**config.mk**
```make
export PLATFORM = sky130hd
export DESIGN_NAME = iao_add_unit
export DESIGN_NICKNAME = d
export VERILOG_FILES = /design/src/logic/iao_pkg.sv /design/src/logic/iao_add_unit.sv /design/src/logic/iao_adder.sv
export SDC_FILE = /design/constraint.sdc
export NUM_CORES = 1
export LEC_CHECK = 0
export ABC_CLOCK_PERIOD_IN_PS = 1900
export BUFFER_PORTS_ARGS = -buffer_cell sky130_fd_sc_hd__buf_2
export CORE_MARGIN = 2
export CORE_UTILIZATION = 49
export CTS_CLUSTER_SIZE = 25
export DETAILED_ROUTE_END_ITERATION = 6
export GPL_TIMING_DRIVEN = 1
export PLACE_DENSITY_LB_ADDON = 0.1
export SLEW_MARGIN = 10
export SYNTH_ARGS = -nofsm -noshare
export SYNTH_HDL_FRONTEND = slang
export SYNTH_HIERARCHICAL = 1
export SYNTH_SLANG_ARGS = --single-unit
```
**constraint.sdc**
```tcl
create_clock -name clk -period 1.9 [get_ports clk]
set_input_delay 0.285 -clock clk [delete_from_list [all_inputs] [get_ports clk]]
set_output_delay 0.285 -clock clk [all_outputs]
set_load 0.02 [all_outputs]
```
**src/logic/iao_pkg.sv**
```systemverilog
// Package for the trapping integer add unit
`default_nettype none
package iao_pkg;
	localparam int          IAO_XLEN          = 32;
	localparam int          IAO_OPC_POS       = 26;
	localparam int          IAO_SRC1_POS      = 21;
	localparam int          IAO_SRC2_POS      = 16;
	localparam int          IAO_DST_POS       = 11;
	localparam int          IAO_SHAMT_POS     = 6;
	localparam int          IAO_FUNC_POS      = 0;
	localparam logic [5:0]  IAO_OPC_SPECIAL   = 6'h00;
	localparam logic [5:0]  IAO_FUNC_ADD_TRAP = 6'h20;
	localparam logic [5:0]  IAO_FUNC_ADD_NT   = 6'h21;
	localparam logic [4:0]  IAO_ZERO_FIELD    = 5'h00;
	localparam logic [31:0] IAO_DATA_RST      = 32'h0000_0000;
	localparam logic [4:0]  IAO_REG_RST       = 5'h00;

	typedef struct packed {
		logic [5:0] opcode;
		logic [4:0] first_source_field;
		logic [4:0] second_source_field;
		logic [4:0] dest_field;
		logic [4:0] unused_field;
		logic [5:0] func;
	} iao_instr_t;

	typedef struct packed {
		logic        valid;
		logic        trapping;
		logic        illegal_form;
		logic [4:0]  dest_field;
		logic [31:0] opnd_a;
		logic [31:0] opnd_b;
	} iao_req_t;

	typedef struct packed {
		logic        wr_en;
		logic [4:0]  wr_addr;
		logic [31:0] wr_data;
	} iao_wb_t;
endpackage : iao_pkg
`default_nettype wire
```
**src/logic/iao_add_unit.sv**
```systemverilog
// Trapping/non-trapping integer add execution unit
`timescale 1ns/1ps
`default_nettype none
// Overview of operation
// - Sum second source plus first source, 32-bit
// - Trapping add overflow: no write, raise overflow exception
// - No overflow: write sum to destination
// - Overflow when sum bit 32 differs bit31
// - Non-trapping add always writes, never traps
// - Decode opcode/function; nonzero unused field flagged
module iao_add_unit
	import iao_pkg::*;
(
	input  wire logic                   clk,
	input  wire logic                   rst_n,
	input  wire iao_pkg::iao_instr_t    instr,
	input  wire logic                   instr_valid,
	output logic      [4:0]             rd_addr_a,
	output logic      [4:0]             rd_addr_b,
	input  wire logic [31:0]            rd_data_a,
	input  wire logic [31:0]            rd_data_b,
	input  wire logic                   exc_ack,
	output logic                        instr_accept,
	output iao_pkg::iao_wb_t            wb,
	output logic                        signed_overflow_exception,
	output logic                        field_violation
);
	import iao_pkg::*;

	typedef enum logic [1:0] {
		ST_RUN  = 2'b01,
		ST_TRAP = 2'b10
	} iao_state_t;

	iao_state_t  state_reg;
	iao_state_t  state_next;
	iao_req_t    req;
	logic [31:0] sum;
	logic        ovf;
	logic        is_add;
	logic        trap_now;

	function automatic logic is_add_form(input iao_instr_t i, input logic [5:0] f);
		is_add_form = (i.opcode == IAO_OPC_SPECIAL) && (i.func == f);
	endfunction : is_add_form

	assign rd_addr_a = instr.first_source_field;
	assign rd_addr_b = instr.second_source_field;

	// Holding in trap stops any younger instruction from reaching writeback
	assign instr_accept = (state_reg == ST_RUN);

	always_comb begin
		req              = '0;
		req.trapping     = is_add_form(instr, IAO_FUNC_ADD_TRAP);
		is_add           = req.trapping | is_add_form(instr, IAO_FUNC_ADD_NT);
		req.valid        = instr_valid & instr_accept & is_add;
		req.illegal_form = is_add & (instr.unused_field != IAO_ZERO_FIELD);
		req.dest_field   = instr.dest_field;
		req.opnd_a       = rd_data_a;
		req.opnd_b       = rd_data_b;
	end

	iao_adder u_adder (
		.opnd_a (req.opnd_b),
		.opnd_b (req.opnd_a),
		.sum    (sum),
		.ovf    (ovf)
	);

	// Only the trapping form may raise the exception
	assign trap_now = req.valid & req.trapping & ovf;

	// Trap state is left only on the core's acknowledge
	always_comb begin
		state_next = state_reg;
		unique case (state_reg)
			ST_RUN: begin
				if (trap_now) begin
					state_next = ST_TRAP;
				end
			end
			ST_TRAP: begin
				if (exc_ack) begin
					state_next = ST_RUN;
				end
			end
			default: state_next = ST_RUN;
		endcase
	end

	always_ff @(posedge clk or negedge rst_n) begin
		if (!rst_n) begin
			state_reg <= ST_RUN;
		end else begin
			state_reg <= state_next;
		end
	end

	// Writeback register
	// Address and data hold when no add completes
	always_ff @(posedge clk or negedge rst_n) begin
		if (!rst_n) begin
			wb.wr_en   <= 1'b0;
			wb.wr_addr <= IAO_REG_RST;
			wb.wr_data <= IAO_DATA_RST;
		end else begin
			wb.wr_en <= req.valid & ~trap_now;
			if (req.valid & ~trap_now) begin
				wb.wr_addr <= req.dest_field;
				wb.wr_data <= sum;
			end
		end
	end

	// Exception stays up until the core acknowledges it
	always_ff @(posedge clk or negedge rst_n) begin
		if (!rst_n) begin
			signed_overflow_exception <= 1'b0;
		end else if (trap_now) begin
			signed_overflow_exception <= 1'b1;
		end else if (exc_ack) begin
			signed_overflow_exception <= 1'b0;
		end
	end

	// Unused field nonzero is unpredictable; we still execute, but report it
	always_ff @(posedge clk or negedge rst_n) begin
		if (!rst_n) begin
			field_violation <= 1'b0;
		end else begin
			field_violation <= req.valid & req.illegal_form;
		end
	end

	// Trap path: write suppressed, exception raised and held
	chk_ovf_no_write: assert property (@(posedge clk) disable iff (!rst_n)
		trap_now |=> !wb.wr_en && signed_overflow_exception)
		else $error("overflow did not suppress write");
	chk_exc_held: assert property (@(posedge clk) disable iff (!rst_n)
		(signed_overflow_exception && !exc_ack) |=> signed_overflow_exception)
		else $error("overflow exception dropped before acknowledge");
	chk_exc_cause: assert property (@(posedge clk) disable iff (!rst_n)
		$rose(signed_overflow_exception) |-> $past(req.valid) && $past(req.trapping)
		&& ($past(rd_data_a[31]) == $past(rd_data_b[31]))
		&& ($past(sum[31]) != $past(rd_data_a[31])))
		else $error("overflow exception without signed overflow");
	chk_dest_kept: assert property (@(posedge clk) disable iff (!rst_n)
		!(req.valid && !trap_now) |=> $stable(wb.wr_addr) && $stable(wb.wr_data))
		else $error("writeback changed without a completed add");

	// Completed adds: sum, destination, non-trapping variant
	chk_sum_written: assert property (@(posedge clk) disable iff (!rst_n)
		(req.valid && !trap_now) |=> wb.wr_en && wb.wr_data == $past(sum)
		&& wb.wr_addr == $past(req.dest_field))
		else $error("sum not written to destination");
	chk_invalid_ignored: assert property (@(posedge clk) disable iff (!rst_n)
		!instr_valid |=> !wb.wr_en)
		else $error("writeback without a valid instruction");
	chk_trapping_clean: assert property (@(posedge clk) disable iff (!rst_n)
		(req.valid && req.trapping && !ovf) |=> wb.wr_en && !signed_overflow_exception)
		else $error("trapping add without overflow did not complete");
	chk_sum_value: assert property (@(posedge clk) disable iff (!rst_n)
		req.valid |-> sum == rd_data_a + rd_data_b)
		else $error("sum wrong");
	chk_ovf_sign_rule: assert property (@(posedge clk) disable iff (!rst_n)
		req.valid |-> ovf == ((rd_data_a[31] == rd_data_b[31]) && (sum[31] != rd_data_a[31])))
		else $error("overflow detection wrong");
	chk_nt_no_trap: assert property (@(posedge clk) disable iff (!rst_n)
		(req.valid && !req.trapping) |=> wb.wr_en && !$rose(signed_overflow_exception))
		else $error("non-trapping add trapped");
	chk_nt_wraps: assert property (@(posedge clk) disable iff (!rst_n)
		(req.valid && !req.trapping && ovf) |=> wb.wr_en
		&& wb.wr_data == $past(rd_data_a) + $past(rd_data_b))
		else $error("non-trapping add did not write the wrapped sum");

	// Decode and unused field
	chk_decode_form: assert property (@(posedge clk) disable iff (!rst_n)
		(instr_valid && instr.opcode != IAO_OPC_SPECIAL) |=> !wb.wr_en)
		else $error("non-add instruction executed");
	chk_func_ignored: assert property (@(posedge clk) disable iff (!rst_n)
		(instr_valid && instr.func != IAO_FUNC_ADD_TRAP && instr.func != IAO_FUNC_ADD_NT)
		|=> !wb.wr_en && !$rose(signed_overflow_exception))
		else $error("unknown function code executed");
	chk_field_flag: assert property (@(posedge clk) disable iff (!rst_n)
		(req.valid && instr.unused_field != IAO_ZERO_FIELD) |=> field_violation)
		else $error("unused field violation not flagged");
	chk_no_false_flag: assert property (@(posedge clk) disable iff (!rst_n)
		!(req.valid && instr.unused_field != IAO_ZERO_FIELD) |=> !field_violation)
		else $error("field violation flagged without cause");
	chk_flag_executes: assert property (@(posedge clk) disable iff (!rst_n)
		field_violation |-> wb.wr_en || $rose(signed_overflow_exception))
		else $error("flagged add was not executed");

	// Precise trap: nothing younger is accepted or committed
	chk_precise_hold: assert property (@(posedge clk) disable iff (!rst_n)
		(signed_overflow_exception && !exc_ack) |=> !wb.wr_en && !instr_accept)
		else $error("younger instruction committed during trap");
	chk_trap_blocks: assert property (@(posedge clk) disable iff (!rst_n)
		trap_now |=> !instr_accept)
		else $error("unit still accepting after a trap");
	chk_accept_tracks: assert property (@(posedge clk) disable iff (!rst_n)
		instr_accept == !signed_overflow_exception)
		else $error("accept does not follow the pending exception");
	chk_exc_release: assert property (@(posedge clk) disable iff (!rst_n)
		(signed_overflow_exception && exc_ack)
		|=> !signed_overflow_exception && instr_accept)
		else $error("trap not released after acknowledge");

	// Main scenarios
	cov_trap_add: cover property (@(posedge clk) disable iff (!rst_n) trap_now);
	cov_nt_overflow: cover property (@(posedge clk) disable iff (!rst_n)
		req.valid && !req.trapping && ovf);
	cov_back_to_back: cover property (@(posedge clk) disable iff (!rst_n)
		req.valid ##1 req.valid);
	cov_trap_ack: cover property (@(posedge clk) disable iff (!rst_n)
		signed_overflow_exception ##1 exc_ack ##1 req.valid);
	cov_field_flag: cover property (@(posedge clk) disable iff (!rst_n)
		req.valid && req.illegal_form);
endmodule : iao_add_unit
`default_nettype wire

```
**src/logic/iao_adder.sv**
```systemverilog
// 33-bit sign-extended adder with overflow flag
`timescale 1ns/1ps
`default_nettype none
module iao_adder (
	input  wire logic [31:0] opnd_a,
	input  wire logic [31:0] opnd_b,
	output logic      [31:0] sum,
	output logic             ovf
);
	logic [32:0] wide_sum;

	always_comb begin
		wide_sum = {opnd_a[31], opnd_a} + {opnd_b[31], opnd_b};
		sum      = wide_sum[31:0];
		ovf      = wide_sum[32] ^ wide_sum[31];
	end
endmodule : iao_adder
`default_nettype wire

```
==> results.txt <==
----------------------------------------------------
[Outcome]
  Status ... finished with violations
  Violated checks ... setup timing

[Setup path]
  Type of destination of the critical path ... flip-flop
  Signal arrival time at the worst endpoint ... 2.90 ns
  R2R cell count ... 5
  Worst Setup Start Kind ... input port
  First element of the critical path ... rd_data_a[6]
  Endpoint required time on the critical path ... 2.08 ns
  CP Class ... in2reg
  Terminus of the critical flop-to-flop path ... wb[11]
  Reg2reg start ... state_reg[0]
  Top fanout value on the critical path ... 7
  R2R setup slack ... 0.10 ns

[Layout]
  Layout cells sized above 1 ... 60.2%
  Area of the multi-input gates ... 2720 um2
  Filler cell count in the final layout ... 513
  Max reg flops ... 38
  Final Core Density ... 77.0%
  ANT cells ... 0
  Final Cell Area ... 5580 um2
  Post-layout nets ... 698
  Area used by sequential logic in the layout ... 1050 um2
  Area overhead of the layout relative to synthesis ... 52.6%

[Placement]
  Placed wire-length estimate after detailed placement ... 7.48 mm
  Gp weighted congestion ... 0.840
  PortBufs ... 130
  Dpl cell area ... 5100 um2

[Global routing]
  Met3 Resource Use GR ... 3.51%
  Global routing met1 resource utilization ... 31.2%
  Number of global-route vias before repair ... 3,581
  Gr ovfl total ... 0
  Met2 Use GR ... 42.8%
  Combined global-route utilization of all metal layers ... 24.1%
  Largest net degree at the start of global routing ... 36
  First-pass GRT wire length ... 16.4 mm
  Number of antenna violations at the first check in global routing ... 0
  GRT Max-Usage Layer ... met2

[Synth]
  Combinational family with the most area after synthesis ... compound AO/OA/AOI/OAI gates
  Portion of netlist area occupied by mux cells ... 14.7%
  Total nets after synthesis ... 467
  Post-synth EDFFs ... 0
  Post-synthesis adder-cell area fraction ... 11.5%
  Asr flop ratio synth ... 100%
  Number of distinct library cell variants in the gate-level netlist after synthesis ... 66
  Mean instance size in the synthesized netlist ... 11.0 um2
  Post-Synth XOR/XNOR Area ... 6.94%
  Prevailing post-synth register cell ... sky130_fd_sc_hd__dfrtp_1
  Compound-Gate Fraction of Synth Area ... 19.9%
  Cell area after technology mapping ... 3660 um2
  Share of the yosys chip area belonging to registers ... 28.8%
  Flop and latch count out of synthesis ... 42
  Post-synthesis cell count ... 334
  Area share of and/or/nand/nor cells after synthesis ... 13.6%
  Number of warning messages in the yosys log ... 6

[Power]
  NetSw ... 0.875 mW
  Part of the power in registers ... 33.2%
  Reported leakage power ... 2.90 nW
  Overall Power ... 2.72 mW
  Power density over the cells ... 487 nW/um2
  Combinational share of power ... 44.5%
  Max IR drop VDD ... 0.282 mV
  Cell-internal power ... 1.84 mW
  Proportion of total power due to net switching ... 32.2%
  Clock power share ... 22.2%

[Timing]
  Worst slew margin relative to its limit ... 48.5%
  Max Clock Skew ... 0.00609 ns
  Least-Margin Pin Slew ... 0.773 ns
  Clock period minus worst slack ... 2.72 ns
  Final hold vios ... 0
  Max Clock Freq ... 0.367 GHz
  Setup ws final ... -0.822 ns
  Setup repair after global routing missed its margin ... true
  Share of the clock period used by the worst path ... 143%
  Number of setup violations in the final report ... 41
  Number of max-slew violations in the final report ... 0

[Floorplanning]
  Num rows ... 31
  Area of the die ... 8170 um2
  Top-level I/O count ... 151
  Die outline width ... 90.4 um
  Initial Util ... 50.4%
  Area of the placeable core ... 7250 um2
  Die height ... 90.4 um

[CTS]
  CTS tree ... built
  Number of sinks handled by clock tree synthesis ... 42
  Maximum clock path buffer count ... 2
  Number of H-tree levels ... 2
  Later-pin clock latency in the skew report ... 0.30 ns
  CTS Root Buffer Type ... sky130_fd_sc_hd__clkbuf_8
  Register clock-pin slew on the reported worst setup and hold paths ... 0.08 ns
  Total CTS buffers ... 5

[Detailed routing]
  Number of detailed-route iterations in the first pass ... 4
  DRC marker count from the first detailed-route iteration ... 116
  Vias/cell ... 5.22
  DRC violation count after routing ... 0
  Total via count after detailed routing ... 3,472
  Number of nets still failing antenna checks after routing ... 0
  Routed wire length ... 9.92 mm
  Final routed wire length divided by cell count ... 14.9 um

[Job]
  Max-capacitance violation count ... 0

[Worst hold path]
  Tightest Hold Check Type ... in2async

----------------------------------------------------
## layout make-up
cell class	instances	area share, %
multi-input combinational	273	48.7
timing repair buffer	240	28.4
sequential	42	18.8
tap	99	2.22
clock buffer	7	1.55
inverter	3	0.202
clock inverter	1	0.0896
## cell usage in the layout (no fill, tap or decap), drive strengths merged, types with 2 or more instances in the layout
cell and instances:
and4 4, buf 240, o21a 4, nand2b 3, a211oi 3, nand3 6, nor4 3, dfrtp 41
and3 4, a31o 5, o21bai 4, a21oi 19, nor3 8, nand4 2, o21ai 11, xor2 14
inv 3, nor2b 7, a31oi 8, nand2 22, mux2 37, a221oi 3, o211ai 2, a21o 18
ha 32, o31ai 2, xnor2 15, nor2 19, clkbuf 7
## worst max-delay path, stage by stage
cell and delay [ns]:
sky130_fd_sc_hd__buf_6 0.10, sky130_fd_sc_hd__ha_4 0.23, sky130_fd_sc_hd__a21o_1 0.17, sky130_fd_sc_hd__a21o_1 0.20, sky130_fd_sc_hd__a221oi_4 0.34, sky130_fd_sc_hd__o21ai_4 0.08, sky130_fd_sc_hd__a211o_1 0.30, sky130_fd_sc_hd__a31oi_4 0.19
sky130_fd_sc_hd__xnor2_2 0.11, sky130_fd_sc_hd__nor2b_4 0.15, sky130_fd_sc_hd__buf_12 0.12, sky130_fd_sc_hd__nor2_8 0.16, sky130_fd_sc_hd__buf_12 0.16, sky130_fd_sc_hd__mux2_4 0.30
## kinds of logic after synthesis
family	after synthesis
AO/OA/AOI/OAI	89
XOR/XNOR	29
adder cells (fa/ha/maj)	33
buffers and inverters	20
flip-flops	42
multiplexers	38
AND/OR/NAND/NOR	83
## per-layer routing
| metal | vias to the layer above | part of all wire [%] |
|---|---|---|
| met5 | - | 0 |
| met4 | 0 | 0.79 |
| met3 | 9 | 5.0 |
| met2 | 109 | 50 |
| met1 | 1645 | 44 |
| li1 | 1709 | - |
## per-stage QoR
stage | setup TNS [ns] | setup slack [ns] | std cells | hold slack, ns
3_5_place_dp | -60.20 | -1.60 | 646 | 0.408
5_1_grt | -34.17 | -0.890 | 665 | 0.131
3_3_place_gp | -59.90 | -1.58 | 646 | 0.400
6_report | -31.37 | -0.822 | 665 | 0.0615
4_1_cts | -30.81 | -0.819 | 665 | 0.0849
2_1_floorplan | -36.88 | -0.965 | 334 | -0.0106
## synthesized netlist by cell type (all sizes together) (2+ instances only)
| cell type | count | area, um2 |
|---|---|---|
| nor2 | 18 | 83.8 |
| clkbuf | 3 | 12.5 |
| a31o | 5 | 52.6 |
| nand3 | 6 | 35.0 |
| a31oi | 8 | 71.3 |
| nand4 | 2 | 27.5 |
| ha | 32 | 400 |
| nor3 | 8 | 40.0 |
| o31ai | 2 | 33.8 |
| o21a | 4 | 30.0 |
| a221oi | 3 | 50.1 |
| xnor2 | 15 | 131 |
| a21oi | 19 | 103 |
| a21o | 18 | 135 |
| o21bai | 4 | 30.0 |
| o211ai | 2 | 20.0 |
| o21ai | 11 | 66.3 |
| and4 | 4 | 35.0 |
| inv | 3 | 11.3 |
| mux2 | 37 | 529 |
| nand2b | 3 | 18.8 |
| nor4 | 3 | 48.8 |
| nand2 | 22 | 82.6 |
| nor2b | 7 | 43.8 |
| buf | 14 | 143 |
| a211oi | 3 | 27.5 |
| dfrtp | 41 | 1030 |
| and3 | 4 | 25.0 |
| xor2 | 14 | 123 |
## timing repair
| item | 4_1_cts | 5_1_grt |
|---|---|---|
| cloned | 2 | 0 |
| setup buffers | 9 | 1 |
| resized for setup | 37 | 5 |
| setup endpoints to repair | 41 | 41 |
| pin swaps | 22 | 4 |
| hold buffers | 0 | 0 |
## worst max path at each step
stage                   to  slack (ns)  cells after the start
global route        wb[32]       -0.89                     15
finish              wb[11]       -0.82                     14
CTS                  wb[8]       -0.82                     14
global placement    wb[11]       -1.58                     13
floorplan            wb[0]       -0.96                     12
detailed placement   wb[8]       -1.60                     12
## power by group through the flow
stage                     Clock, mW  Combinational, mW  Sequential (mW)
after floorplan                   0              0.617            0.929
after global placement            0               1.07            0.921
after detailed placement          0               1.08            0.921
after CTS                     0.625               1.19            0.903
after global routing          0.672               1.31            0.904
final                         0.604               1.21            0.903
No activity file was read; power rests on OpenSTA's default activity.
